### src/pmc_pkg.sv
// Contract
// - Sleep level 00 idle, 01/10/11 sleep depths
// - Trigger write enters level; reads 0
// - Level 00 trigger halts CPU only
// - Enabled interrupt clears trigger, returns active
// - Port or POR wakes any sleep depth; timer wakes all but deepest
// - Power-down sequence runs before sleep
// - Wake on RC, crystal if select was 0
// - Select 1 at trigger stays on RC
// - One instruction runs before wake ISR
// - Force-reset bit 5 fires watchdog reset
// - CRC result bits 3:2, write zero clears
// - CRC fail after deep wake resets if enabled
// - Trim disable applies after running on RC
// - Status copy follows after slow RC runs
// - Reset cause bits 4:3 hold latest source
// - Status bit 0 is synchronized slow clock
// - System runs on RC until crystal stable
// - Amplitude detector gates crystal use
// - Slow RC trim only while crystal enabled
// - Light sleep stops HF oscillators only
// - Deepest: regulator, oscillators off; port/POR wake
// - Select bit: 0 crystal, 1 RC
package pmc_pkg;

  // ==========================================================
  // Register addresses
  localparam logic [15:0] ADDR_SLEEP_TRIGGER_CTL = 16'h0087;
  localparam logic [15:0] ADDR_SLEEP_MODE_STATUS = 16'h009d;
  localparam logic [15:0] ADDR_SLEEP_MODE_CMD = 16'h00be;
  localparam logic [15:0] ADDR_RETENTION_CRC_CTL = 16'h6262;

  // ==========================================================
  // Field positions
  localparam int TRIG_BIT = 0;
  localparam int CMD_TRIM_DIS_BIT = 7;
  localparam int CMD_RSVD_ONE_BIT = 2;
  localparam int STA_TRIM_DIS_BIT = 7;
  localparam int STA_CAUSE_LSB = 3;
  localparam int STA_SLOW_CLK_BIT = 0;
  localparam int CRC_FORCE_BIT = 5;
  localparam int CRC_RESULT_LSB = 2;
  localparam int CRC_EN_BIT = 0;

  // ==========================================================
  // Reset values
  localparam logic [1:0] LEVEL_RESET = 2'h0;
  localparam logic CMD_RSVD_ONE_RESET = 1'b1;
  localparam logic [6:0] TRIG_RSVD_RESET = 7'h00;
  localparam logic [1:0] CRC_RESULT_RESET = 2'h0;

  // ==========================================================
  // Encodings
  localparam logic [1:0] LEVEL_IDLE = 2'h0;
  localparam logic [1:0] LEVEL_LIGHT = 2'h1;
  localparam logic [1:0] LEVEL_DEEP = 2'h2;
  localparam logic [1:0] LEVEL_DEEPEST = 2'h3;
  localparam logic [1:0] CAUSE_POWER_ON = 2'h0;
  localparam logic [1:0] CRC_PASS = 2'h0;
  localparam logic SEL_CRYSTAL = 1'b0;

  // ==========================================================
  // Timing
  localparam int CLK_PERIOD_NS = 50;
  localparam int PDOWN_TIME_NS = 1000;
  localparam int PDOWN_CYCLES = (PDOWN_TIME_NS + CLK_PERIOD_NS - 1) / CLK_PERIOD_NS;
  localparam int PDOWN_CNT_W = 5;

  // ==========================================================
  // Types
  typedef enum logic [5:0] {
    ST_ACTIVE = 6'b000001,
    ST_IDLE = 6'b000010,
    ST_PDOWN = 6'b000100,
    ST_SLEEP = 6'b001000,
    ST_WAKE_RC = 6'b010000,
    ST_XTAL_WAIT = 6'b100000
  } pmc_state_t;

  typedef struct packed {
    logic [15:0] addr;
    logic wr;
    logic rd;
    logic [7:0] wdata;
  } pmc_sfr_req_t;

  typedef struct packed {
    logic port_irq;
    logic timer_irq;
    logic any_irq;
    logic por;
  } pmc_wake_t;

  typedef struct packed {
    logic cpu_halt;
    logic pdown_seq;
    logic core_reg_on;
    logic rc_osc_en;
    logic xtal_osc_en;
    logic slow_osc_en;
    logic sysclk_on_xtal;
    logic slow_trim_run;
  } pmc_power_t;

  function automatic logic sfr_hit(input pmc_sfr_req_t req, input logic [15:0] addr);
    return req.addr == addr;
  endfunction

endpackage

### src/pmc_power_mode_ctl.sv
`timescale 1ns/100ps
`default_nettype none
module pmc_power_mode_ctl (
  // Clock and reset
  input wire logic i_core_clk,
  input wire logic i_rst,
  // Register port from the CPU
  input wire pmc_pkg::pmc_sfr_req_t i_sfr,
  output logic [7:0] o_sfr_rdata,
  // Wake sources and CPU progress
  input wire pmc_pkg::pmc_wake_t i_wake,
  input wire logic i_instr_retired,
  // Clock system
  input wire logic i_sysclk_sel,
  input wire logic i_xtal_stable,
  input wire logic i_slow_clk,
  input wire logic i_slow_src_rc,
  // Reset cause and retention check
  input wire logic [1:0] i_rst_cause,
  input wire logic i_crc_valid,
  input wire logic [1:0] i_crc_result,
  // Power controls
  output pmc_pkg::pmc_power_t o_power,
  output logic o_isr_defer,
  output logic o_wdog_reset
);
  import pmc_pkg::*;

  // ==========================================================
  // State
  pmc_state_t state, next_state;
  logic [1:0] level, next_level;
  logic [1:0] entry_level, next_entry_level;
  logic rsvd_one, next_rsvd_one;
  logic [6:0] trig_rsvd, next_trig_rsvd;
  logic trim_dis_cmd, next_trim_dis_cmd;
  logic trim_dis_eff, next_trim_dis_eff;
  logic trim_dis_sta, next_trim_dis_sta;
  logic [1:0] rst_cause, next_rst_cause;
  logic [1:0] crc_result, next_crc_result;
  logic crc_en, next_crc_en;
  logic sel_at_entry, next_sel_at_entry;
  logic deep_woke, next_deep_woke;
  logic isr_defer, next_isr_defer;
  logic wdog, next_wdog;
  logic [PDOWN_CNT_W-1:0] pd_cnt, next_pd_cnt;
  logic [7:0] rdata, next_rdata;
  logic slow_clock_sync;
  logic wake_sleep;
  logic wr_trig, wr_cmd, wr_crc;

  pmc_sync u_slow_sync (
    .i_core_clk(i_core_clk),
    .i_rst(i_rst),
    .i_async(i_slow_clk),
    .o_sync(slow_clock_sync)
  );

  assign wr_trig = i_sfr.wr && sfr_hit(i_sfr, ADDR_SLEEP_TRIGGER_CTL);
  assign wr_cmd = i_sfr.wr && sfr_hit(i_sfr, ADDR_SLEEP_MODE_CMD);
  assign wr_crc = i_sfr.wr && sfr_hit(i_sfr, ADDR_RETENTION_CRC_CTL);

  // ==========================================================
  // Wake qualification
  always_comb begin
    wake_sleep = i_wake.port_irq || i_wake.timer_irq || i_wake.por;
    if (entry_level == LEVEL_DEEPEST) begin
      wake_sleep = i_wake.port_irq || i_wake.por;
    end
  end

  // ==========================================================
  // Mode sequencer
  always_comb begin
    next_state = state;
    next_entry_level = entry_level;
    next_sel_at_entry = sel_at_entry;
    next_pd_cnt = pd_cnt;
    next_deep_woke = deep_woke;
    next_isr_defer = isr_defer;
    // Clears come first, so a wake in the same cycle sets the flag again
    // one instruction before ISR
    if (isr_defer && i_instr_retired) begin
      next_isr_defer = 1'b0;
    end
    // A result consumes the deep-wake mark unless a new wake sets it
    if (deep_woke && i_crc_valid) begin
      next_deep_woke = 1'b0;
    end
    unique case (state)
      ST_ACTIVE: begin
        if (wr_trig && i_sfr.wdata[TRIG_BIT]) begin
          next_entry_level = level;
          next_sel_at_entry = i_sysclk_sel;
          next_pd_cnt = '0;
          next_state = (level == LEVEL_IDLE) ? ST_IDLE : ST_PDOWN;
        end
      end
      ST_IDLE: begin
        if (i_wake.any_irq || i_wake.por) begin
          next_state = ST_ACTIVE;
          next_isr_defer = 1'b1;
        end
      end
      ST_PDOWN: begin
        if (pd_cnt == PDOWN_CNT_W'(PDOWN_CYCLES - 1)) begin
          next_state = ST_SLEEP;
        end else begin
          next_pd_cnt = pd_cnt + PDOWN_CNT_W'(1);
        end
      end
      ST_SLEEP: begin
        if (wake_sleep) begin
          next_state = ST_WAKE_RC;
          next_isr_defer = 1'b1;
          next_deep_woke = entry_level[1];
        end
      end
      ST_WAKE_RC: begin
        next_state = (sel_at_entry == SEL_CRYSTAL) ? ST_XTAL_WAIT : ST_ACTIVE;
      end
      ST_XTAL_WAIT: begin
        if (i_xtal_stable) begin
          next_state = ST_ACTIVE;
        end
      end
      default: next_state = ST_ACTIVE;
    endcase
  end

  // ==========================================================
  // Registers written by software
  always_comb begin
    next_level = level;
    next_rsvd_one = rsvd_one;
    next_trig_rsvd = trig_rsvd;
    next_trim_dis_cmd = trim_dis_cmd;
    next_crc_en = crc_en;
    next_crc_result = crc_result;
    next_wdog = 1'b0;
    if (wr_trig) begin
      next_trig_rsvd = i_sfr.wdata[7:1];
    end
    if (wr_cmd) begin
      next_level = i_sfr.wdata[1:0];
      next_rsvd_one = i_sfr.wdata[CMD_RSVD_ONE_BIT];
      next_trim_dis_cmd = i_sfr.wdata[CMD_TRIM_DIS_BIT];
    end
    if (wr_crc) begin
      next_crc_en = i_sfr.wdata[CRC_EN_BIT];
      next_crc_result = crc_result & i_sfr.wdata[CRC_RESULT_LSB +: 2];
      next_wdog = i_sfr.wdata[CRC_FORCE_BIT];
    end
    // A fresh result from hardware wins over a clearing write
    if (i_crc_valid) begin
      next_crc_result = i_crc_result;
      if (crc_en && deep_woke && (i_crc_result != CRC_PASS)) begin
        next_wdog = 1'b1;
      end
    end
  end

  // ==========================================================
  // Calibration disable and status
  // The effective copy and the status copy follow the command on
  // different conditions, so software may briefly read a stale status.
  always_comb begin
    next_trim_dis_eff = trim_dis_eff;
    next_trim_dis_sta = trim_dis_sta;
    next_rst_cause = rst_cause;
    // applies once system runs on RC
    if (!o_power.sysclk_on_xtal) begin
      next_trim_dis_eff = trim_dis_cmd;
    end
    if (i_slow_src_rc && o_power.slow_osc_en) begin
      next_trim_dis_sta = trim_dis_cmd;
    end
    if (i_rst) begin
      next_rst_cause = i_rst_cause;
    end
  end

  // ==========================================================
  // Read data
  always_comb begin
    next_rdata = 8'h00;
    if (i_sfr.rd) begin
      if (sfr_hit(i_sfr, ADDR_SLEEP_TRIGGER_CTL)) begin
        next_rdata = {trig_rsvd, 1'b0};
      end else if (sfr_hit(i_sfr, ADDR_SLEEP_MODE_CMD)) begin
        next_rdata = {trim_dis_cmd, 4'h0, rsvd_one, level};
      end else if (sfr_hit(i_sfr, ADDR_SLEEP_MODE_STATUS)) begin
        next_rdata[STA_TRIM_DIS_BIT] = trim_dis_sta;
        next_rdata[STA_CAUSE_LSB +: 2] = rst_cause;
        next_rdata[STA_SLOW_CLK_BIT] = slow_clock_sync;
      end else if (sfr_hit(i_sfr, ADDR_RETENTION_CRC_CTL)) begin
        next_rdata[CRC_RESULT_LSB +: 2] = crc_result;
        next_rdata[CRC_EN_BIT] = crc_en;
      end
    end
  end

  // ==========================================================
  // Flip-flops
  always_ff @(posedge i_core_clk) begin
    if (i_rst) begin
      state <= ST_ACTIVE;
      level <= LEVEL_RESET;
      entry_level <= LEVEL_RESET;
      rsvd_one <= CMD_RSVD_ONE_RESET;
      trig_rsvd <= TRIG_RSVD_RESET;
      trim_dis_cmd <= 1'b0;
      trim_dis_eff <= 1'b0;
      trim_dis_sta <= 1'b0;
      crc_result <= CRC_RESULT_RESET;
      crc_en <= 1'b0;
      sel_at_entry <= 1'b1;
      deep_woke <= 1'b0;
      isr_defer <= 1'b0;
      wdog <= 1'b0;
      pd_cnt <= '0;
      rdata <= 8'h00;
    end else begin
      state <= next_state;
      level <= next_level;
      entry_level <= next_entry_level;
      rsvd_one <= next_rsvd_one;
      trig_rsvd <= next_trig_rsvd;
      trim_dis_cmd <= next_trim_dis_cmd;
      trim_dis_eff <= next_trim_dis_eff;
      trim_dis_sta <= next_trim_dis_sta;
      crc_result <= next_crc_result;
      crc_en <= next_crc_en;
      sel_at_entry <= next_sel_at_entry;
      deep_woke <= next_deep_woke;
      isr_defer <= next_isr_defer;
      wdog <= next_wdog;
      pd_cnt <= next_pd_cnt;
      rdata <= next_rdata;
    end
  end

  // Cause capture is clocked during reset, so it is kept out of the reset branch
  always_ff @(posedge i_core_clk) begin
    rst_cause <= next_rst_cause;
  end

  // ==========================================================
  // Power controls decoded from state
  // Decoded from registered state plus the select, stability and slow-source inputs, so the enables never glitch
  // on a register write; the price is one cycle of lag after a wake.
  // Regulator, RC and slow oscillators stay on outside sleep by default.
  always_comb begin
    o_power.cpu_halt = (state != ST_ACTIVE) || wdog;
    o_power.pdown_seq = state == ST_PDOWN;
    o_power.core_reg_on = 1'b1;
    o_power.rc_osc_en = 1'b1;
    o_power.slow_osc_en = 1'b1;
    // RC carries the clock until crystal ready
    o_power.xtal_osc_en = (state == ST_XTAL_WAIT) ||
                          ((state != ST_SLEEP) && (i_sysclk_sel == SEL_CRYSTAL));
    // select 0 crystal, gated by stability
    o_power.sysclk_on_xtal = o_power.xtal_osc_en && i_xtal_stable &&
                             (state != ST_XTAL_WAIT) && (state != ST_WAKE_RC);
    if (state == ST_SLEEP) begin
      o_power.rc_osc_en = 1'b0;
      o_power.core_reg_on = !entry_level[1];
      o_power.slow_osc_en = entry_level != LEVEL_DEEPEST;
    end
    o_power.slow_trim_run = o_power.xtal_osc_en && !trim_dis_eff && i_slow_src_rc;
  end

  assign o_sfr_rdata = rdata;
  assign o_isr_defer = isr_defer;
  assign o_wdog_reset = wdog;
endmodule
`default_nettype wire

### src/pmc_sync.sv
`timescale 1ns/100ps
`default_nettype none
module pmc_sync (
  // Clock and reset
  input wire logic i_core_clk,
  input wire logic i_rst,
  // Level
  input wire logic i_async,
  output logic o_sync
);
  logic meta;
  logic next_meta;
  logic next_sync;

  always_comb begin
    next_meta = i_async;
    next_sync = meta;
  end

  // The first stage feeds only the second stage
  always_ff @(posedge i_core_clk) begin
    if (i_rst) begin
      meta <= 1'b0;
      o_sync <= 1'b0;
    end else begin
      meta <= next_meta;
      o_sync <= next_sync;
    end
  end
endmodule
`default_nettype wire

### config.mk
export PLATFORM = sky130hd
export DESIGN_NAME = pmc_power_mode_ctl
export DESIGN_NICKNAME = d
export VERILOG_FILES = /design/src/pmc_pkg.sv /design/src/pmc_power_mode_ctl.sv /design/src/pmc_sync.sv
export SDC_FILE = /design/constraint.sdc
export NUM_CORES = 1
export LEC_CHECK = 0
export ABC_AREA = 1
export BUFFER_PORTS_ARGS = -buffer_cell sky130_fd_sc_hd__buf_4
export CAP_MARGIN = 10
export CORE_ASPECT_RATIO = 1.2
export CORE_UTILIZATION = 56
export DETAILED_ROUTE_END_ITERATION = 10
export PLACE_DENSITY = 0.84
export SYNTH_ARGS = -nofsm -noshare
export SYNTH_HDL_FRONTEND = slang
export SYNTH_SLANG_ARGS = --single-unit
### constraint.sdc
create_clock -name i_core_clk -period 1.9 [get_ports i_core_clk]
set_input_delay 0.38 -clock i_core_clk [delete_from_list [all_inputs] [get_ports i_core_clk]]
set_output_delay 0.38 -clock i_core_clk [all_outputs]
set_load 0.05 [all_outputs]
==> impl_metrics.tcl, run 1 <==
set metrics [dict create \
    min_path_cells 1 \
    r2r_slack_ns 0.53 \
    end_kind "output pin" \
    finalCriticalPeriod_ns 1.85 \
    ys_types 40 \
    worst_slew_pin_slew_ns 0.327 \
    synthFlopType "dfxtp_1" \
    crit_start "state[2]" \
    synth_warnings 0 \
    dp_slack_ns 0.196 \
    fin_util_pct 76.9 \
    slew_viol_final 0 \
    overflow 0 \
    power_mw 2.61 \
    port_buffers 59 \
    seq_area_frac_synth_pct 40.3 \
    crit_path_max_incr_delay_ns 0.35 \
    drc_errors 0 \
    setup_ws_ns 0.0534 \
    worst-setup-path-type "flip-flop to output pin" \
    min-delay-start "i_rst_cause[0]" \
    grtUsageTotal_pct 28.1 \
    grt_max_degree 21 \
    r2r-start "state[2]" \
    hold_violations 0 \
    synth.net_count 357 \
    synth_seq_cells 45 \
    synth_edf_count 2 \
    cts_buffers 5 \
    holdPathEnd "rst_cause[0]" \
    crit_path_frequent_cell "nor2_4" \
    min_period_over_period_pct 97.2 \
    worstSetupStartpointType "flip-flop" \
    wire_per_inst_um 12.9 \
    p_leak_nw 1.37 \
    grt_antenna_before_repair 0 \
    arrival_ns 1.47 \
    syn_area_per_cell_um2 7.28 \
    boundaryPins 60 \
    core_area_um2 3910 \
    gp_congestion 0.870 \
    grt_pass1_wl_mm 9.24 \
    rsz0062_at_grt "yes" \
    initial_utilization_pct 58.4 \
    cp.required_ns 1.52 \
    cts_tree "built" \
    layout.nets 424 \
    syn_to_final_growth_pct 31.5 \
    clk_pin_slew_ns 0.09 \
    cts_buffer_depth 2 \
    ctsHoldBuffers 0 \
    syn_inst 314 \
    cap_violations 0 \
    whs_ns 0.258 \
    setup_viol 0 \
    finClkSkew_ns 0.00923 \
    relSlewSlack_pct 78.2 \
    synth_top_area_share_pct 37.7 \
    firstDrtPassIters 4 \
    worst_path_max_delay_cell "dfxtp_2" \
    dp_hpwl_mm 4.03 \
    outcome "finished clean" \
    rows 25 \
    worstReg2RegEnd "sel_at_entry" \
    htreeDepth 2 \
    clock-sinks 45 \
    die-area_um2 4340 \
    yosys.area.top_type "dfxtp_1" \
    insertedDiodeCount 0 \
    die_h_um 72.0 \
    crit_fanout 4 \
    cts_root_buf "clkbuf_8" \
    wl_mm 5.60 \
    die_w_um 60.3 \
    drt_iter0_markers 111 \
    yosys-top-cells-area "dfxtp_1 (38%), nand2_1 (8.7%), nor2_1 (7.2%), inv_1 (6.2%), a21oi_1 (5.0%)" \
    rr_worst_depth 7 \
    ant_nets 0 \
    clock_latency_ns 0.31 \
    fmax_ghz 0.542 \
    hold_class "input port to flip-flop" \
    syn-cell-area_um2 2280 \
    dr_total_vias 2267 \
    worstPathCellList "nor2_4 -> inv_2 -> nor2_4 -> nand3_2 -> nand2_2 -> nand2_2 -> nor2_4 -> buf_8" \
    power_density_nw_per_um2 867 \
    drive_gt1_share_pct 32.5 \
    peakVddDrop_mv 0.889 \
    via_per_inst 5.20 \
    first_global_vias 2156 \
    async_reset_ff_share_pct 0 \
]
final cells by class:
class                      instances  area, um2
clock buffer                       5       68.8
clock inverter                     3       45.0
fill                             308        905
inverter                          46        173
multi-input combinational        217       1210
sequential                        45        932
tap                               54       67.6
timing repair buffer              66        510
critical path, delay by kind of cell (launching register included):
| family | cells | cell delay, ns |
|---|---|---|
| AND/OR/NAND/NOR | 6 | 0.59 |
| buffers and inverters | 2 | 0.21 |
| flip-flops | 1 | 0.35 |
synthesized netlist by cell type (3+ instances only):
cell / n
a21oi_1: 23
a21oi_2: 3
clkbuf_1: 3
dfxtp_1: 43
inv_1: 38
inv_2: 7
nand2_1: 53
nand2_2: 4
nand3_1: 23
nand4_1: 4
nor2_1: 44
nor2_2: 6
nor2_4: 4
nor3_1: 3
o21ai_0: 11
o21ai_1: 14
cell families (layout without fill, tap and decap cells):
logic type	count (synthesis)	in the layout	share of synthesized area, %
buffers and inverters	52	120	8.93
AND/OR/NAND/NOR	158	158	36.0
adder cells (fa/ha/maj)	1	1	0.548
flip-flops	45	45	40.3
XOR/XNOR	1	1	0.383
AO/OA/AOI/OAI	57	57	13.9
state kept, by name, summed over array words and instances, names as in the netlist, 2 cells and up:
register / cells
o_sfr_rdata: 8
trig_rsvd: 7
state: 6
pd_cnt: 5
crc_result: 2
entry_level: 2
level: 2
rst_cause: 2
routing by layer:
metal	track usage [%]	routed length, um	share of wire (%)	vias up
met5	0	0	0	-
met1	31.6	2200	39	1054
met3	6.24	214	3.8	17
li1	-	-	-	1145
met2	49.3	3060	55	51
met4	12.4	130	2.3	0
through the flow:
step | instance area (um2) | TNS [ns] | cells
after floorplan | 2300 | -0.124 | 314
after global placement | 2800 | 0 | 423
after detailed placement | 2800 | 0 | 423
after CTS | 2960 | 0 | 433
after global routing | 3010 | -0.0659 | 436
final | 3010 | 0 | 436
how the worst max path moves through the flow:
stage | to | depth (start not counted)
after floorplan | o_power[0] | 8
after CTS | o_power[0] | 8
final | o_power[0] | 8
after global placement | o_power[0] | 8
after global routing | o_power[0] | 8
after detailed placement | o_power[0] | 8
report_power, final:
part           internal [mW]  switching (mW)  leakage (nW)
clock network          0.395           0.337        0.0587
logic                  0.327           0.483         0.941
registers               1.01          0.0583         0.370
total                   1.73           0.878          1.37
cells in the final DEF, fill, tap and decap left out, drive strengths merged:
master,count
clkbuf,5
nor4,1
nand2,59
clkinv,2
ha,1
o221ai,1
edfxtp,2
o211ai,2
a21o,1
nor3b,1
nand3,26
bufinv,1
o21bai,1
buf,66
nor3,5
a21oi,26
or2,3
nand3b,1
nand4,7
nor2,55
xnor2,1
inv,46
dfxtp,43
o21ai,25
o22ai,1
repair_timing:
| item | 4_1_cts | 5_1_grt |
|---|---|---|
| gates resized for setup | 10 | 11 |
| buffers inserted | 2 | 3 |
| endpoints found under the setup margin | 4 | 4 |
| pin swaps | 2 | 5 |
Note: power is estimated with default switching activity, not from simulation.
==> run 2, diff against run 1 <==
--- a/config.mk
+++ b/config.mk
@@ -9,9 +9,9 @@
 export BUFFER_PORTS_ARGS = -buffer_cell sky130_fd_sc_hd__buf_4
 export CAP_MARGIN = 10
 export CORE_ASPECT_RATIO = 1.2
-export CORE_UTILIZATION = 56
+export CORE_UTILIZATION = 30
 export DETAILED_ROUTE_END_ITERATION = 10
-export PLACE_DENSITY = 0.84
 export SYNTH_ARGS = -nofsm -noshare
 export SYNTH_HDL_FRONTEND = slang
+export SYNTH_HIERARCHICAL = 1
 export SYNTH_SLANG_ARGS = --single-unit
==> run 2 against run 1 <==
  * Clock skew decreased by 0.0018 ns
  * Setup slack got worse by 0.020 ns
  * First-iteration DRC count decreased by 39%
  * Critical endpoint unchanged
==> impl_metrics.tcl, run 2 <==
set metrics [dict create \
    core_area_um2 7660 \
    clock-sinks 45 \
    setup_ws_ns 0.0335 \
    setup_viol 0 \
    cts_root_buf "clkbuf_8" \
    wl_mm 5.80 \
    finClkSkew_ns 0.00748 \
    outcome "finished clean" \
    crit_fanout 4 \
    synth_seq_cells 45 \
    switchingPower_mw 1.13 \
    fill_cells 817 \
    via_per_inst 4.69 \
    end_kind "output pin" \
    overflow 0 \
    ys_types 39 \
    synthFlopType "dfxtp_1" \
    rsz0062_at_grt "yes" \
    die_w_um 83.0 \
    grt_pass1_wl_mm 10.2 \
    worst_slew_pin_slew_ns 0.425 \
    wire_per_inst_um 12.2 \
    clk_pin_slew_ns 0.09 \
    dr_total_vias 2228 \
    cts_buffer_depth 2 \
    layout_commonest_cell "buf_4" \
    dp_hpwl_mm 4.62 \
    boundaryPins 60 \
    drt_iter0_markers 68 \
    ant_nets 0 \
    final_cell_mix "buf_4 (58), nand2_1 (49), inv_1 (41)" \
    synth_warnings 6 \
    gp_congestion 0.836 \
    p_leak_nw 1.30 \
    ys_top_cells_by_count "nand2_1 (50), dfxtp_1 (43), inv_1 (41)" \
    hold_class "input port to flip-flop" \
    peakVddDrop_mv 0.901 \
    grt_antenna_before_repair 0 \
    finalCriticalPeriod_ns 1.87 \
    largest_reg_flops 8 \
    yosys.area.top_type "dfxtp_1" \
    port_buffers 59 \
    drc_errors 0 \
    synth_top_area_share_pct 36.5 \
    power.internal_mw 1.72 \
    drive_gt1_share_pct 32.6 \
    placed_area_um2 2910 \
    fin_area_um2 3060 \
    yosys-top-cells-area "dfxtp_1 (36%), nand2_1 (7.9%), inv_1 (6.5%), nor2_1 (5.9%), nand3_1 (5.5%)" \
    relSlewSlack_pct 71.6 \
    hold_violations 0 \
    syn_area_per_cell_um2 7.40 \
    power_frac_comb_pct 39.9 \
    syn-cell-area_um2 2360 \
    fmax_ghz 0.536 \
    min_period_over_period_pct 98.2 \
    ctsHoldBuffers 0 \
    initial_utilization_pct 30.8 \
    cp.required_ns 1.52 \
    async_reset_ff_share_pct 0 \
    yosysMostFrequentCell "nand2_1" \
    power_density_nw_per_um2 932 \
    cts_tree "built" \
    die-area_um2 8230 \
    insertedDiodeCount 0 \
    syn_to_final_growth_pct 29.5 \
    syn_inst 319 \
    whs_ns 0.246 \
    synth_edf_count 2 \
    seqPwrFrac_pct 38.9 \
    first_global_vias 2325 \
    cts_buffers 5 \
    worst-setup-path-type "flip-flop to output pin" \
    swShare_pct 39.8 \
    grtUsageTotal_pct 15.1 \
    htreeDepth 2 \
    r2r_slack_ns 0.46 \
    cap_violations 0 \
    worstSetupStartpointType "flip-flop" \
    firstDrtPassIters 4 \
    layout.nets 425 \
    clkPwrFrac_pct 21.2 \
    slew_viol_final 0 \
    synth.net_count 362 \
    seq_area_frac_synth_pct 39.0 \
    grt_max_degree 23 \
    dp_slack_ns 0.160 \
    die_h_um 99.2 \
    rows 35 \
    clock_latency_ns 0.30 \
    arrival_ns 1.49 \
]
run 2: worst max-delay path, stage by stage, from the launching register on:
cell and delay [ns]:
dfxtp_2 0.36, nor2_4 0.17, inv_2 0.06, nor2_4 0.11
nand3_2 0.09, nand2_2 0.08, nand2_1 0.08, nor2_4 0.08
buf_6 0.16
run 2: kinds of logic (layout without fill, tap and decap cells):
group           count (synthesis)  count (layout)  synth area share, %
buf+inv                        56             120                 9.70
compound gates                 52              52                 12.6
flops                          45              45                 39.0
simple gates                  164             164                 37.8
fa+ha+maj                       1               1                0.530
xor+xnor                        1               1                0.371
run 2: layout make-up:
type	count	area, um2	share of cell area [%]
clock inverter	2	15.0	0.491
clock buffer	6	72.6	2.37
sequential	45	932	30.5
inverter	50	193	6.30
timing repair buffer	62	480	15.7
multi-input combinational	218	1250	40.9
tap	92	115	3.76
run 2: path summary, 6_finish.rpt:
| path | cells past startpoint | start | end |
|---|---|---|---|
| setup / recovery | 8 | state[3] | o_power[0] |
| hold / removal | 1 | i_rst_cause[1] | rst_cause[1] |
| setup reg to reg | 8 | pd_cnt[0] | state[5] |
| hold reg to reg | 2 | u_slow_sync/meta | u_slow_sync/o_sync |
run 2: repair_timing:
action | in CTS | in global routing
setup buffers | 1 | 0
hold endpoints to repair | 0 | 0
endpoints found under the setup margin | 4 | 4
gates resized for setup | 7 | 9
pin swaps | 2 | 0
run 2: per-stage QoR:
step | cells | setup TNS (ns) | util, % | total power [mW]
2_1_floorplan | 319 | -0.127 | - | 1.96
3_3_place_gp | 466 | 0 | 38.0 | 2.17
3_5_place_dp | 466 | 0 | 38.0 | 2.18
4_1_cts | 475 | 0 | 39.5 | 2.84
5_1_grt | 475 | -0.0860 | 39.9 | 3.04
6_report | 475 | 0 | 39.9 | 2.85
run 2: power groups by stage:
stage                     logic [mW]  clock network (mW)  registers (mW)
after CTS                       1.11               0.627            1.11
final                           1.14               0.605            1.11
after global routing            1.26               0.663            1.12
after detailed placement        1.06                   0            1.12
after floorplan                0.851                   0            1.11
after global placement          1.05                   0            1.12
run 2: routing by layer:
layer / wire, um / track usage, % / share of wire (%) / vias up
li1: - / - / - / 1159
met4: 177 / 6.90 / 3.1 / 0
met5: 0 / 0 / 0 / -
met2: 2980 / 28.7 / 51 / 45
met1: 2440 / 16.1 / 42 / 1011
met3: 194 / 2.74 / 3.3 / 13
==> run 3, diff against run 2 <==
--- a/config.mk
+++ b/config.mk
@@ -11,6 +11,7 @@
 export CORE_ASPECT_RATIO = 1.2
 export CORE_UTILIZATION = 30
 export DETAILED_ROUTE_END_ITERATION = 10
+export RECOVER_POWER = 50
 export SYNTH_ARGS = -nofsm -noshare
 export SYNTH_HDL_FRONTEND = slang
 export SYNTH_HIERARCHICAL = 1
==> run 3 against run 2 <==
  * Total power is essentially flat
  * Critical endpoint unchanged
  * Non-clock buffer count is the same
  * First-iteration DRC count shrank 2.9%
  * Largest cell class unchanged
  * Sequential cell count is the same
==> impl_metrics.tcl, run 3 (synthesis results as in run 2) <==
set metrics [dict create \
    outcome "finished clean" \
    htreeDepth 2 \
    layout_commonest_cell "nand2_1" \
    hold_class "input port to flip-flop" \
    ant_nets 0 \
    power_mw 2.85 \
    grt_use_met2_pct 28.7 \
    setup_viol 0 \
    clock_latency_ns 0.30 \
    overflow 0 \
    worstSetupStartpointType "flip-flop" \
    wire_per_inst_um 12.2 \
    worst_slew_pin_slew_ns 0.855 \
    clk_pin_slew_ns 0.09 \
    r2r_slack_ns 0.45 \
    crit_path_max_incr_delay_ns 0.36 \
    min_period_over_period_pct 98.2 \
    finClkSkew_ns 0.00753 \
    cts_root_buf "clkbuf_8" \
    slew_viol_final 0 \
    relSlewSlack_pct 43.0 \
    hold_violations 0 \
    crit_fanout 4 \
    layout.nets 425 \
    dp_hpwl_mm 4.62 \
    grtUsageTotal_pct 15.1 \
    die_h_um 99.2 \
    cts_buffer_depth 2 \
    first_global_vias 2325 \
    arrival_ns 1.49 \
    worstReg2RegEnd "state[5]" \
    use_met1_pct 16.1 \
    worst_path_max_delay_cell "dfxtp_2" \
    rr_worst_depth 8 \
    initial_utilization_pct 30.8 \
    rows 35 \
    grt_max_degree 23 \
    p_leak_nw 1.26 \
    busiest_layer "met2" \
    drive_gt1_share_pct 29.8 \
    dr_total_vias 2216 \
    insertedDiodeCount 0 \
    core_area_um2 7660 \
    crit_path_frequent_cell "nor2_4" \
    ctsHoldBuffers 0 \
    grt_pass1_wl_mm 10.2 \
    min-delay-start "i_rst_cause[0]" \
    cts_tree "built" \
    firstDrtPassIters 4 \
    wl_mm 5.81 \
    largest_reg_flops 8 \
    fmax_ghz 0.536 \
    gp_congestion 0.836 \
    worst-setup-path-type "flip-flop to output pin" \
    worstPathCellList "nor2_4 -> inv_2 -> nor2_4 -> nand3_2 -> nand2_2 -> nand2_1 -> nor2_4 -> buf_6" \
    end_kind "output pin" \
    holdPathEnd "rst_cause[0]" \
    drc_errors 0 \
    boundaryPins 60 \
    die-area_um2 8230 \
    grt_antenna_before_repair 0 \
    cp.required_ns 1.52 \
    drt_iter0_markers 66 \
    port_buffers 59 \
    syn_to_final_growth_pct 27.7 \
    via_per_inst 4.67 \
    finalCriticalPeriod_ns 1.87 \
    rsz0062_at_grt "yes" \
    clock-sinks 45 \
    power_density_nw_per_um2 944 \
    peakVddDrop_mv 0.901 \
    cap_violations 0 \
    setup_tns_ns 0 \
    die_w_um 83.0 \
    gr-usage-met3_pct 2.74 \
    cts_buffers 5 \
    r2r-start "pd_cnt[0]" \
    min_path_cells 1 \
    final_cell_mix "nand2_1 (49), buf_4 (43), inv_1 (41)" \
]
==> run 3: changes by cell type in the layout (fill, tap and decap cells not counted), sizes merged <==
| cell | previous run | this run |
|---|---|---|
| buf | 62 | 47 |
| clkbuf | 6 | 21 |
==> run 3: final cells by class <==
type | instances | area [um2]
fill | 824 | 4650
inverter | 50 | 193
timing repair buffer | 62 | 437
clock inverter | 2 | 15.0
tap | 92 | 115
clock buffer | 6 | 72.6
sequential | 45 | 932
multi-input combinational | 218 | 1250
==> run 3: critical path: cells and delay by family, from the launching register on <==
kind,cells,cell delay [ns]
buffers and inverters,2,0.22
flip-flops,1,0.36
AND/OR/NAND/NOR,6,0.61
==> run 3: report_power, final <==
part           total [mW]  switching [mW]  leakage, nW  internal, mW
logic                1.13           0.703        0.849         0.429
clock network       0.606           0.346       0.0374         0.260
registers            1.11          0.0849        0.370          1.02
==> run 3: through the flow <==
stage / std cells / cell area [um2] / utilization [%] / hold WS, ns / setup slack, ns
global placement: 466 / 2910 / 38.0 / 0.393 / 0.221
CTS: 475 / 3030 / 39.5 / 0.237 / 0.00587
detailed placement: 466 / 2910 / 38.0 / 0.397 / 0.160
global route: 475 / 3010 / 39.3 / 0.256 / -0.0860
finish: 475 / 3010 / 39.3 / 0.268 / 0.0334
floorplan: 319 / 2380 / - / 0.388 / -0.127
==> run 3: how the worst max path moves through the flow <==
stage,endpoint,slack (ns),from,cells after the start
after floorplan,o_power[0],-0.13,state[5],8
after global placement,trig_rsvd[0],0.22,i_sfr[18],7
after detailed placement,trig_rsvd[3],0.16,i_sfr[21],7
after CTS,o_power[0],0.006,state[5],9
after global routing,o_power[0],-0.09,state[3],8
final,o_power[0],0.03,state[3],8
==> run 3: routing by layer <==
layer | up-vias | part of all wire, %
li1 | 1158 | -
met3 | 13 | 4.1
met4 | 0 | 3.0
met2 | 48 | 51
met5 | - | 0
met1 | 997 | 42
==> run 3: repair_timing <==
item / 4_1_cts / 5_1_grt
hold endpoints to repair: 0 / 0
gates resized for setup: 7 / 9
pin swaps: 2 / 0
setup endpoints to repair: 4 / 4
buffers inserted: 1 / 0
